File: config.mk
export PLATFORM = sky130hd
export DESIGN_NAME = vectored_interrupt_priority_unit
export DESIGN_NICKNAME = d
export VERILOG_FILES = /design/src/irq_unit_pkg.sv /design/src/irq_core_if.sv /design/src/vectored_interrupt_priority_unit.sv /design/src/cpu_level_holder.sv /design/src/request_arbiter.sv
export SDC_FILE = /design/constraint.sdc
export NUM_CORES = 2
export LEC_CHECK = 0
export ABC_AREA = 1
export CORE_MARGIN = 3
export CORE_UTILIZATION = 35
export CTS_BUF_LIST = sky130_fd_sc_hd__clkbuf_16
export DETAILED_ROUTE_END_ITERATION = 12
export DONT_BUFFER_PORTS = 1
export GPL_TIMING_DRIVEN = 0
export SYNTH_ARGS = -nofsm -noshare
export SYNTH_HDL_FRONTEND = slang
export SYNTH_HIERARCHICAL = 1
export SYNTH_SLANG_ARGS = --single-unit
export TNS_END_PERCENT = 20
File: constraint.sdc
create_clock -name clk -period 256.4 [get_ports clk]
set_clock_uncertainty 0.1 [all_clocks]
set_input_delay 25.64 -clock clk [delete_from_list [all_inputs] [get_ports clk]]
set_output_delay 25.64 -clock clk [all_outputs]
set_load 0.05 [all_outputs]
File: src/irq_unit_pkg.sv
// constants, register map and helpers shared by the vectored interrupt unit
package irq_unit_pkg;
    localparam int NUM_VECTORS = 96;
    localparam int FLAG_GROUPS = 6;
    localparam int PRIO_GROUPS = 24;
    localparam int FIELDS_PER_GROUP = 4;
    localparam int DATA_W = 16;
    localparam int ADDR_W = 8;
    localparam int VEC_W = 7;
    localparam int FETCH_W = 24;
    localparam int NUM_EVT = 2;

    // register offsets (word index on the register port)
    localparam logic [7:0] OFS_FLAG_BASE   = 8'h00;
    localparam logic [7:0] OFS_ENABLE_BASE = 8'h08;
    localparam logic [7:0] OFS_PRIO_BASE   = 8'h10;
    localparam logic [7:0] OFS_STATUS_WORD = 8'h28;
    localparam logic [7:0] OFS_CORE_CTRL   = 8'h29;
    localparam logic [7:0] OFS_INTCON_ONE  = 8'h2a;
    localparam logic [7:0] OFS_INTCON_TWO  = 8'h2b;
    localparam logic [7:0] OFS_EVT_STATUS  = 8'h2c;
    localparam logic [7:0] OFS_EVT_ENABLE  = 8'h2d;
    localparam logic [7:0] OFS_EVT_CLEAR   = 8'h2e;
    localparam logic [7:0] OFS_REQ_VIEW    = 8'h2f;

    // field positions
    localparam int POS_PRIO_FIELD = 5;
    localparam int POS_HIGH_BIT   = 3;
    localparam int POS_PSV        = 2;
    localparam int POS_NEST_DIS   = 15;
    localparam int POS_ALT_SEL    = 0;
    localparam int POS_REQ_VALID  = 15;
    localparam int EVT_TAKEN      = 0;
    localparam int EVT_REFUSED    = 1;

    // reset values
    localparam logic [2:0]  RST_FIELD = 3'h0;
    localparam logic [2:0]  RST_PRIO  = 3'h4;
    localparam logic [15:0] RST_WORD  = 16'h0000;

    // vector table bases
    localparam logic [23:0] PRIMARY_VECTOR_TABLE   = 24'h000014;
    localparam logic [23:0] ALTERNATE_VECTOR_TABLE = 24'h000114;

    // each vector-table entry is two address units wide
    function automatic logic [23:0] vector_entry(input logic [6:0] vec, input logic alt);
        logic [23:0] base;
        base = alt ? ALTERNATE_VECTOR_TABLE : PRIMARY_VECTOR_TABLE;
        return base + {16'h0000, vec, 1'b0};
    endfunction
endpackage

File: src/irq_core_if.sv
// signals between the register front, the level holder and the arbiter
`timescale 1ns/100ps
interface irq_core_if;
    import irq_unit_pkg::*;
    logic                   field_wr;
    logic [2:0]             field_wdata;
    logic                   high_clr;
    logic                   load;
    logic [3:0]             load_value;
    logic                   nest_dis;
    logic [3:0]             level;
    logic                   alt_sel;
    logic                   take;
    logic [NUM_VECTORS-1:0] pending;
    logic [2:0]             prio [NUM_VECTORS];
    logic                   req_valid;
    logic [VEC_W-1:0]       req_vector;
    logic [2:0]             req_prio;
    logic [FETCH_W-1:0]     req_fetch;

    modport level_side (input field_wr, field_wdata, high_clr, load, load_value, nest_dis,
                        output level);
    modport arb_side (input pending, prio, level, alt_sel, take,
                      output req_valid, req_vector, req_prio, req_fetch);
    modport ctrl (output field_wr, field_wdata, high_clr, load, load_value, nest_dis,
                  alt_sel, take, pending, prio,
                  input level, req_valid, req_vector, req_prio, req_fetch);
endinterface

File: src/vectored_interrupt_priority_unit.sv
// vectored interrupt unit: flags, enables, priorities, cpu level and vector fetch
`timescale 1ns/100ps
module vectored_interrupt_priority_unit
    import irq_unit_pkg::*;
(
    // clock and reset
    input  wire logic                   clk,
    input  wire logic                   reset,
    // register port
    input  wire logic [ADDR_W-1:0]      reg_addr,
    input  wire logic [DATA_W-1:0]      reg_wdata,
    input  wire logic                   reg_wr,
    input  wire logic                   reg_rd,
    output logic      [DATA_W-1:0]      reg_rdata,
    // peripheral events, one-cycle pulses on this clock
    input  wire logic [NUM_VECTORS-1:0] src_event,
    // processor core
    input  wire logic                   cpu_take,
    input  wire logic                   core_load,
    input  wire logic [3:0]             core_level,
    output logic                        req_valid,
    output logic      [VEC_W-1:0]       req_vector,
    output logic      [2:0]             req_prio,
    output logic      [FETCH_W-1:0]     fetch_addr,
    output logic      [3:0]             cpu_level,
    // summary interrupt
    output logic                        irq
);
    irq_core_if cif ();

    logic [NUM_VECTORS-1:0] flag;
    logic [NUM_VECTORS-1:0] next_flag;
    logic [NUM_VECTORS-1:0] enable;
    logic [2:0]             prio_tbl [NUM_VECTORS];
    logic                   nest_dis;
    logic                   alt_sel;
    logic                   psv;
    logic [NUM_EVT-1:0]     evt_status;
    logic [NUM_EVT-1:0]     evt_enable;
    logic [NUM_EVT-1:0]     evt_hit;
    logic [DATA_W-1:0]      next_rdata;
    logic                   taken;

    function automatic logic hit(input logic [ADDR_W-1:0] ofs);
        return reg_wr && reg_addr == ofs;
    endfunction

    assign taken = cpu_take && req_valid;

    // flags: software may set or clear, a same-cycle event still wins
    always_comb begin
        next_flag = flag;
        for (int g = 0; g < FLAG_GROUPS; g++) begin
            if (hit(ADDR_W'(OFS_FLAG_BASE + g))) begin
                next_flag[g*DATA_W +: DATA_W] = reg_wdata;
            end
        end
        next_flag = next_flag | src_event;
    end

    always_ff @(posedge clk) begin
        if (reset) begin
            flag <= '0;
        end else begin
            flag <= next_flag;
        end
    end

    always_ff @(posedge clk) begin
        if (reset) begin
            enable <= '0;
        end else begin
            for (int g = 0; g < FLAG_GROUPS; g++) begin
                if (hit(ADDR_W'(OFS_ENABLE_BASE + g))) begin
                    enable[g*DATA_W +: DATA_W] <= reg_wdata;
                end
            end
        end
    end

    // four 3-bit fields per priority group; vector 4g+k lives in field k
    always_ff @(posedge clk) begin
        if (reset) begin
            for (int i = 0; i < NUM_VECTORS; i++) begin
                prio_tbl[i] <= RST_PRIO;
            end
        end else begin
            for (int g = 0; g < PRIO_GROUPS; g++) begin
                if (hit(ADDR_W'(OFS_PRIO_BASE + g))) begin
                    for (int k = 0; k < FIELDS_PER_GROUP; k++) begin
                        prio_tbl[g*FIELDS_PER_GROUP + k] <= reg_wdata[4*k +: 3];
                    end
                end
            end
        end
    end

    always_ff @(posedge clk) begin
        if (reset) begin
            nest_dis <= 1'b0;
            alt_sel  <= 1'b0;
            psv      <= 1'b0;
        end else begin
            if (hit(OFS_INTCON_ONE)) begin
                nest_dis <= reg_wdata[POS_NEST_DIS];
            end
            if (hit(OFS_INTCON_TWO)) begin
                alt_sel <= reg_wdata[POS_ALT_SEL];
            end
            if (hit(OFS_CORE_CTRL)) begin
                psv <= reg_wdata[POS_PSV];
            end
        end
    end

    // connections to the level holder and the arbiter
    // decodes spelled out: a continuous assign would not wake on signals read inside hit()
    assign cif.field_wr    = reg_wr && reg_addr == OFS_STATUS_WORD;
    assign cif.field_wdata = reg_wdata[POS_PRIO_FIELD +: 3];
    // writing 1 to the high bit is ignored; only a 0 acts
    assign cif.high_clr    = reg_wr && reg_addr == OFS_CORE_CTRL && !reg_wdata[POS_HIGH_BIT];
    assign cif.nest_dis    = nest_dis;
    // the core's own load beats a take landing in the same cycle
    assign cif.load        = core_load || taken;
    assign cif.load_value  = core_load ? core_level : {1'b0, req_prio};
    assign cif.alt_sel     = alt_sel;
    assign cif.take        = taken;
    assign cif.pending     = flag & enable;
    assign cif.prio        = prio_tbl;

    cpu_level_holder u_level (
        .clk   (clk),
        .reset (reset),
        .lv    (cif.level_side)
    );

    request_arbiter u_arb (
        .clk   (clk),
        .reset (reset),
        .ar    (cif.arb_side)
    );

    assign req_valid  = cif.req_valid;
    assign req_vector = cif.req_vector;
    assign req_prio   = cif.req_prio;
    assign fetch_addr = cif.req_fetch;
    assign cpu_level  = cif.level;

    // summary events: request taken, locked field write refused
    assign evt_hit[EVT_TAKEN]   = taken;
    assign evt_hit[EVT_REFUSED] = cif.field_wr && nest_dis;

    always_ff @(posedge clk) begin
        if (reset) begin
            evt_status <= '0;
        end else if (hit(OFS_EVT_CLEAR)) begin
            evt_status <= (evt_status & ~reg_wdata[NUM_EVT-1:0]) | evt_hit;
        end else begin
            evt_status <= evt_status | evt_hit;
        end
    end

    always_ff @(posedge clk) begin
        if (reset) begin
            evt_enable <= '0;
        end else if (hit(OFS_EVT_ENABLE)) begin
            evt_enable <= reg_wdata[NUM_EVT-1:0];
        end
    end

    assign irq = |(evt_status & evt_enable);

    // read mux; unmapped and write-only offsets read zero
    always_comb begin
        next_rdata = RST_WORD;
        for (int g = 0; g < FLAG_GROUPS; g++) begin
            if (reg_addr == ADDR_W'(OFS_FLAG_BASE + g)) begin
                next_rdata = flag[g*DATA_W +: DATA_W];
            end
            if (reg_addr == ADDR_W'(OFS_ENABLE_BASE + g)) begin
                next_rdata = enable[g*DATA_W +: DATA_W];
            end
        end
        for (int g = 0; g < PRIO_GROUPS; g++) begin
            if (reg_addr == ADDR_W'(OFS_PRIO_BASE + g)) begin
                for (int k = 0; k < FIELDS_PER_GROUP; k++) begin
                    next_rdata[4*k +: 3] = prio_tbl[g*FIELDS_PER_GROUP + k];
                end
            end
        end
        case (reg_addr)
            OFS_STATUS_WORD: next_rdata[POS_PRIO_FIELD +: 3] = cif.level[2:0];
            OFS_CORE_CTRL: begin
                next_rdata[POS_HIGH_BIT] = cif.level[3];
                next_rdata[POS_PSV]      = psv;
            end
            OFS_INTCON_ONE: next_rdata[POS_NEST_DIS] = nest_dis;
            OFS_INTCON_TWO: next_rdata[POS_ALT_SEL]  = alt_sel;
            OFS_EVT_STATUS: next_rdata[NUM_EVT-1:0]  = evt_status;
            OFS_EVT_ENABLE: next_rdata[NUM_EVT-1:0]  = evt_enable;
            OFS_REQ_VIEW: begin
                next_rdata[POS_REQ_VALID] = req_valid;
                next_rdata[VEC_W-1:0]     = req_vector;
            end
            default: ;
        endcase
    end

    always_ff @(posedge clk) begin
        if (reset) begin
            reg_rdata <= RST_WORD;
        end else if (reg_rd) begin
            reg_rdata <= next_rdata;
        end
    end

    property p_ext0_entry;
        @(posedge clk) disable iff (reset)
        req_valid && req_vector == 7'h00 |->
            fetch_addr == ($past(alt_sel) ? 24'h000114 : 24'h000014);
    endproperty
    a_ext0_entry: assert property (p_ext0_entry) else $error("vector 0 fetch address wrong");

    property p_capture_one;
        @(posedge clk) disable iff (reset)
        req_valid && req_vector == 7'h01 |->
            req_prio == $past(prio_tbl[1]) && fetch_addr[7:0] == 8'h16;
    endproperty
    a_capture_one: assert property (p_capture_one) else $error("vector 1 priority or entry wrong");

    property p_converter_flag;
        @(posedge clk) disable iff (reset)
        src_event[13] |=> flag[13];
    endproperty
    a_converter_flag: assert property (p_converter_flag) else $error("converter event lost");

    property p_capture_nine;
        @(posedge clk) disable iff (reset)
        req_valid && req_vector == 7'h5d |->
            fetch_addr == ($past(alt_sel) ? 24'h0001ce : 24'h0000ce);
    endproperty
    a_capture_nine: assert property (p_capture_nine) else $error("vector 93 fetch address wrong");

    property p_pmp_entry;
        @(posedge clk) disable iff (reset)
        req_valid && req_vector == 7'h2d && !$past(alt_sel) |-> fetch_addr == 24'h00006e;
    endproperty
    a_pmp_entry: assert property (p_pmp_entry) else $error("vector 45 fetch address wrong");

    property p_level_seven_blocks;
        @(posedge clk) disable iff (reset)
        $past(cpu_level) == 4'h7 |-> !req_valid;
    endproperty
    a_level_seven_blocks: assert property (p_level_seven_blocks) else $error("request taken at level 7");

    // the index is today's vector; only the flag and enable words are taken from the last cycle
    property p_pending_needs_enable;
        @(posedge clk) disable iff (reset)
        req_valid |-> |($past(flag & enable) & (NUM_VECTORS'(1) << req_vector));
    endproperty
    a_pending_needs_enable: assert property (p_pending_needs_enable) else $error("request not pending");

    property p_take_raises_level;
        @(posedge clk) disable iff (reset)
        taken && !core_load |=> cpu_level == {1'b0, $past(req_prio)} && !req_valid;
    endproperty
    a_take_raises_level: assert property (p_take_raises_level) else $error("take did not raise level");

    property p_take_event;
        @(posedge clk) disable iff (reset)
        taken |=> evt_status[EVT_TAKEN];
    endproperty
    a_take_event: assert property (p_take_event) else $error("take not recorded");

    property p_refused_event;
        @(posedge clk) disable iff (reset)
        cif.field_wr && nest_dis && !cif.load |=> evt_status[EVT_REFUSED] && cpu_level[2:0] == $past(cpu_level[2:0]);
    endproperty
    a_refused_event: assert property (p_refused_event) else $error("locked write not refused");

    property p_high_clear;
        @(posedge clk) disable iff (reset)
        cif.high_clr && !cif.load |=> !cpu_level[3];
    endproperty
    a_high_clear: assert property (p_high_clear) else $error("high bit not cleared");

    property p_high_level_blocks;
        @(posedge clk) disable iff (reset)
        $past(cpu_level[3]) |-> !req_valid;
    endproperty
    a_high_level_blocks: assert property (p_high_level_blocks) else $error("request above level 7");

    property p_status_read;
        @(posedge clk) disable iff (reset)
        reg_rd && reg_addr == OFS_STATUS_WORD |=> reg_rdata[POS_PRIO_FIELD +: 3] == $past(cpu_level[2:0]);
    endproperty
    a_status_read: assert property (p_status_read) else $error("status field read wrong");
endmodule

File: src/cpu_level_holder.sv
// cpu priority level: 3-bit status field plus the high bit of the core control word
`timescale 1ns/100ps
module cpu_level_holder
    import irq_unit_pkg::*;
(
    // clock and reset
    input wire logic   clk,
    input wire logic   reset,
    // level controls
    irq_core_if.level_side lv
);
    logic [2:0] field;
    logic       high;

    always_ff @(posedge clk) begin
        if (reset) begin
            field <= RST_FIELD;
            high  <= 1'b0;
        end else if (lv.load) begin
            // hardware load is the only way the high bit can rise
            field <= lv.load_value[2:0];
            high  <= lv.load_value[3];
        end else begin
            if (lv.field_wr && !lv.nest_dis) begin
                field <= lv.field_wdata;
            end
            if (lv.high_clr) begin
                high <= 1'b0;
            end
        end
    end

    // high bit selects levels 8..15 over the same field codes
    assign lv.level = {high, field};

    property p_high_only_by_load;
        @(posedge clk) disable iff (reset)
        $rose(high) |-> $past(lv.load) && $past(lv.load_value[3]);
    endproperty
    a_high_only_by_load: assert property (p_high_only_by_load) else $error("high bit set without load");

    property p_nest_locks_field;
        @(posedge clk) disable iff (reset)
        lv.field_wr && lv.nest_dis && !lv.load |=> field == $past(field);
    endproperty
    a_nest_locks_field: assert property (p_nest_locks_field) else $error("field written while locked");

    property p_level_joins;
        @(posedge clk) disable iff (reset)
        lv.load |=> lv.level == $past(lv.load_value);
    endproperty
    a_level_joins: assert property (p_level_joins) else $error("loaded level not held");
endmodule

File: src/request_arbiter.sv
// picks the highest pending source above the cpu level and registers its vector
`timescale 1ns/100ps
module request_arbiter
    import irq_unit_pkg::*;
(
    // clock and reset
    input wire logic  clk,
    input wire logic  reset,
    // arbitration
    irq_core_if.arb_side ar
);
    logic             next_valid;
    logic [VEC_W-1:0] next_vector;
    logic [2:0]       next_prio;
    logic [3:0]       bar;

    // strict compare keeps the lowest vector on a priority tie
    always_comb begin
        next_valid  = 1'b0;
        next_vector = '0;
        next_prio   = 3'h0;
        bar         = ar.level;
        for (int i = 0; i < NUM_VECTORS; i++) begin
            if (ar.pending[i] && {1'b0, ar.prio[i]} > bar) begin
                bar         = {1'b0, ar.prio[i]};
                next_valid  = 1'b1;
                next_vector = VEC_W'(i);
                next_prio   = ar.prio[i];
            end
        end
    end

    always_ff @(posedge clk) begin
        if (reset) begin
            ar.req_valid  <= 1'b0;
            ar.req_vector <= '0;
            ar.req_prio   <= 3'h0;
            ar.req_fetch  <= PRIMARY_VECTOR_TABLE;
        end else begin
            // a taken request drops for one cycle so the new level is seen first
            ar.req_valid  <= next_valid && !ar.take;
            ar.req_vector <= next_vector;
            ar.req_prio   <= next_prio;
            ar.req_fetch  <= vector_entry(next_vector, ar.alt_sel);
        end
    end

    property p_above_level;
        @(posedge clk) disable iff (reset)
        ar.req_valid |-> {1'b0, ar.req_prio} > $past(ar.level);
    endproperty
    a_above_level: assert property (p_above_level) else $error("request not above cpu level");
endmodule

### After elaboration in Yosys (flattened, before gate mapping)

Index checks and enable logic that the tools add are counted.

* register bits after elaboration: 542
* bits in latches: 0
* memory bits (writable): 0
* bits in read-only memories: 0
* input bits: 130
* output and inout bits: 56
* word-level logic and storage cells: 923
* memories: 0

* $add $sub $neg: 1
* $mul: 0
* divide/modulo/power cells: 0
* order comparisons: 96
* equality and inequality tests: 43
* shift operators: 0
* multiplexer cells: 510
* bitwise operators: 7
* reduce and logical (&&, ||, !) cells: 151

Operators with widths (number)
* $mux W3: 198
* $mux W4: 104
* $gt A3 B4 Y1: 96
* $mux W16: 18
* $mux W7: 32
* $mux W6: 32
* $logic_and A1 B1 Y1: 143
* $eq A8 B5 Y1 const B: 16
* $eq A8 B6 Y1 const B: 16
* $mux W1: 101
* $and A96 B96 Y96: 1
* $or A96 B96 Y96: 1
* $mux W5: 16
* $eq A8 B4 Y1 const B: 6
* $add A24 B8 Y24: 1
* $eq A8 B2 Y1 const B: 2
* $eq A8 B3 Y1 const B: 2
* $mux W9: 1
* $eq A8 B1 Y1 const B: 1
* $logic_not A8 Y1: 1
* $pmux W2 S2: 2
* $mux W2: 3
* $and A2 B2 Y2: 2
* $or A2 B2 Y2: 2
* other kinds (8): 11

### Logic depth before layout (Yosys ltp)

* depth after elaboration: 289
* gate-level depth with buffers: 1031
* mapped depth without buffers: 1013

### By module

Netlist, hierarchy kept.

Modules (own cells, without submodules)
* vectored_interrupt_priority_unit: instances 1, cells each 3325, area each 22783.1 µm², seq. area each 10069.7 µm²
* request_arbiter: instances 1, cells each 3499, area each 19145.9 µm², seq. area each 380.4 µm²
* cpu_level_holder: instances 1, cells each 38, area each 219.0 µm², seq. area each 80.1 µm²

### Worst setup path after synthesis

Ideal clock, no wire load.

* kind: reg-to-reg
* start: register u_level.field[1]
* end: register u_arb.ar.req_fetch[6]
* arrival: 96.074 ns
* slack: 160.114 ns
* stages on the path, launching flop included: 947
* clock period less this slack: 96.286 ns
* cell sequence: dfxtp_1 inv_1 ha_1 nand3_1 nand3_2 inv_2 nand2_4 nand2_1 nand2_1 ha_1 inv_1 nor2_1 o21ai_1 nand2_2 nand2_4 inv_4 nand2_1 nand2_1 (+911 left out) nor3_1 inv_1 nor2_1 a21oi_1 ha_1 a21oi_1 o21ai_0 nand4_1 nand2_1 inv_1 nand3_1 clkinvlp_4 nand2_2 ha_1 o21ai_1 nand2_1 nand2_1 nor2_1

* longest elaborated chain between the ends: 289

RTL lines
* start, declared: RTL line cpu_level_holder.sv:12 `logic [2:0] field;`
* start signal, assigned: RTL line cpu_level_holder.sv:21 `field <= lv.load_value[2:0];`
* start signal, assigned: RTL line cpu_level_holder.sv:25 `field <= lv.field_wdata;`
* $gt A3 B4 Y1: RTL line request_arbiter.sv:24 `if (ar.pending[i] && {1'b0, ar.prio[i]} > bar) begin`
* $logic_and A1 B1 Y1: RTL line request_arbiter.sv:24
* $mux W4 *: RTL line request_arbiter.sv:24
* $gt A3 B4 Y1: RTL line request_arbiter.sv:24
* $logic_and A1 B1 Y1: RTL line request_arbiter.sv:24
* $mux W4 *: RTL line request_arbiter.sv:24
* $gt A3 B4 Y1: RTL line request_arbiter.sv:24
* $logic_and A1 B1 Y1: RTL line request_arbiter.sv:24
* (+274 left out)
* $gt A3 B4 Y1: RTL line request_arbiter.sv:24
* $logic_and A1 B1 Y1: RTL line request_arbiter.sv:24
* $mux W4: RTL line request_arbiter.sv:24
* $gt A3 B4 Y1: RTL line request_arbiter.sv:24
* $logic_and A1 B1 Y1: RTL line request_arbiter.sv:24
* $mux W7 *: RTL line request_arbiter.sv:24
* named net u_arb.next_vector[2]: RTL line request_arbiter.sv:13 `logic [VEC_W-1:0] next_vector;`
* $add A24 B8 Y24 *: RTL line irq_unit_pkg.sv:49 `return base + {16'h0000, vec, 1'b0};`
* end signal, assigned: RTL line request_arbiter.sv:44 `ar.req_fetch <= vector_entry(next_vector, ar.alt_sel);`
* end, declared: RTL line irq_core_if.sv:24 `output req_valid, req_vector, req_prio, req_fetch);`

The timed path passes the listed nets; every way through them passes the cells marked *.
A chain may end at the register's enable or synchronous reset.

==> metrics.cfg <==
[synth]
synth_compound_area_share_pct = 18.0
synth-xor-area-share_pct = 0
yosys_warnings = 6
ys_types = 68
ys_seq_elements = 526
synthAdderAreaFrac_pct = 6.50
ys_top_cells_by_count = nand2_1 (1575), inv_1 (1224), nor2_1 (535)
netlist.area_leader.share_pct = 25.0
synthMuxAreaShare_pct = 0.0475
synthTopCellsByArea = dfxtp_1 (25%), nand2_1 (14%), inv_1 (11%), ha_1 (6.5%), o21ai_0 (6.2%)
yosysMostFrequentCell = nand2_1
synth-async-reset-ratio_pct = 0
synth-simple-area-share_pct = 35.5
synth_edf_count = 0
synth_cells = 6862
syn_area_um2 = 42100
synth_top_cell_by_area = dfxtp_1
synth_top_family_by_area = simple AND/OR/NAND/NOR gates
seq_area_frac_synth_pct = 25.0
synth-main-ff-cell = dfxtp_1
syn_avg_cell_area_um2 = 6.14

[worst_setup_path]
cp_max_fo = 10
r2r_slack_ps = 145130
cpPeakStageDelay_ps = 750
crit_path_frequent_cell = inv_1
crit_arrival_ps = 111700
path_class = flop to flop
worst-path-buf-inv = 230
critPathCaptureType = flop
crit_required_ps = 256830
crit_family = simple AND/OR/NAND/NOR gates
startpoint_type = flop
crit_path_top_delay_cell = dfxtp_1

[final_layout]
design_area_um2 = 46000
drive_gt1_share_pct = 10.5
syn_to_final_growth_pct = 9.02
layout.cells.non_filler = 8621
final_util_pct = 38.7
nNetsFinal = 7283

[die]
die_y_um = 353
die_area_um2 = 125000
ios = 186
die_w_um = 353
core_area_um2 = 119000
num_rows = 126
start_util_pct = 35.5

[timing]
drv_slew = 14
whs_ps = 375
maxSlewHeadroom_pct = -4.72
post-route-period-util_pct = 43.4
tns_ps = 0
max_freq_ghz = 0.00899
hold_violations = 0
final.setup.worst_slack_ps = 145130
tightest_slew_ps = 1560
rsz0062_at_grt = false
final-setup-viol-count = 0
fin_crit_ps = 111270

[hold_path]
holdCritPathClass = flop to flop

[clock_tree]
cts_tree = done
cts-resized-gates = 0
ctsLongestPathBuffers = 3
postCtsHoldBufs = 0
h-tree-depth = 2
numCtsBuffers = 55
cts-root-buf = clkbuf_16
clkSinkCount = 526
path_clk_slew_ps = 60
clkLatencyLatePin_ps = 660
cts_setup_buffers = 0

[drt]
viasPerCell = 5.31
wl_per_cell_um = 20.7
drt_pass1_iterations = 8
vias = 45800
post-route-drc-count = 0
first_iter_violations = 5562
totalWireLength_mm = 179
ant_nets = 0

[global_routing]
antenna_found_initial = 63
grt_pass1_wl_mm = 257
grt.overflow.total = 0
track_usage_pct = 27.1
grt_max_degree = 16
grt_pass1_vias = 40800

[placed_design]
hpwl_mm = 143
portBuffers = 0
placedInstanceArea_um2 = 44200
post-place-ws_ps = 146820
gp_congestion = 1.01
dp_cells = 8477

[run_status]
status = complete, but fails checks
violations = capacitance limit, slew limit

[job]
cap_viol_max_count = 2

[power_and_ir_drop]
p_leak_nw = 22.8
vdd_drop_max_mv = 0.00607
power_density_nw_per_um2 = 4.23
total_power_mw = 0.195

## layout make-up
cell class	instances	area, µm²
Antenna cell	44	110
Buffer	245	1310
Multi-Input combinational cell	4797	25300
Fill cell	13000	72800
Inverter	1309	5020
Clock buffer	56	1400
Clock inverter	44	233
Tap cell	1600	2000
Sequential cell	526	10500
## flip-flops by register name, indices dropped and copies added, names as in the netlist, 3 cells and up
register and cells:
cif.prio 288, enable 96, flag 96, reg_rdata 16, u_arb/ar.req_fetch 8, u_arb/ar.req_prio 3
u_arb/ar.req_vector 7, u_level/field 3
## power by group
group          leakage [nW]  internal, mW  switching [mW]  total (mW)
combinational          17.7        0.0109          0.0228      0.0337
sequential             4.28        0.0831         0.00194      0.0851
clock                 0.872        0.0395          0.0363      0.0758
total                  22.8         0.134          0.0610       0.195
## layer usage
| metal | global-route usage (%) | vias up | share of wire [%] |
|---|---|---|---|
| met2 | 40.9 | 2143 | 42 |
| met4 | 12.7 | 12 | 4.8 |
| met1 | 36.4 | 21100 | 42 |
| met5 | 0 | - | 0.045 |
| li1 | - | 22100 | - |
| met3 | 6.39 | 402 | 10 |
## worst min-delay path: cells and delay by family, from the launching register on
| family | cells | cell delay (ps) |
|---|---|---|
| buffers and inverters | 1 | 60 |
| DFF | 1 | 310 |
| AOI/OAI and AO/OA | 1 | 50 |
## path summary, 6_finish.rpt
kind / end / cells past startpoint / start
worst max-delay path: u_arb/ar.req_fetch[6] / 804 / u_level/field[1]
worst min-delay path: cif.prio[117] / 2 / cif.prio[117]
worst max register to register: u_arb/ar.req_fetch[6] / 953 / u_level/field[1]
worst min register to register: cif.prio[117] / 2 / cif.prio[117]
## kinds of logic (layout without fill, tap and decap cells)
kind of cell	after synthesis	after routing
simple gates	3233	3233
buf+inv	1554	1654
compound gates	1327	1327
flops	526	526
fa+ha+maj	219	219
mux	2	2
other cells	1	60
## layout by cell type (no fill, tap or decap), drive strengths merged, types with 37 or more instances in the layout
cell type and instances:
clkbuf 232, o31ai 74, or2 61, nor2 629
buf 68, a21oi 497, nand2 1850, inv 1310
clkinv 37, dfxtp 526, o211ai 107, ha 219
o21ai 542, nand4 81, nand3 579, diode 44
Note: power is estimated with default switching activity, not from simulation.
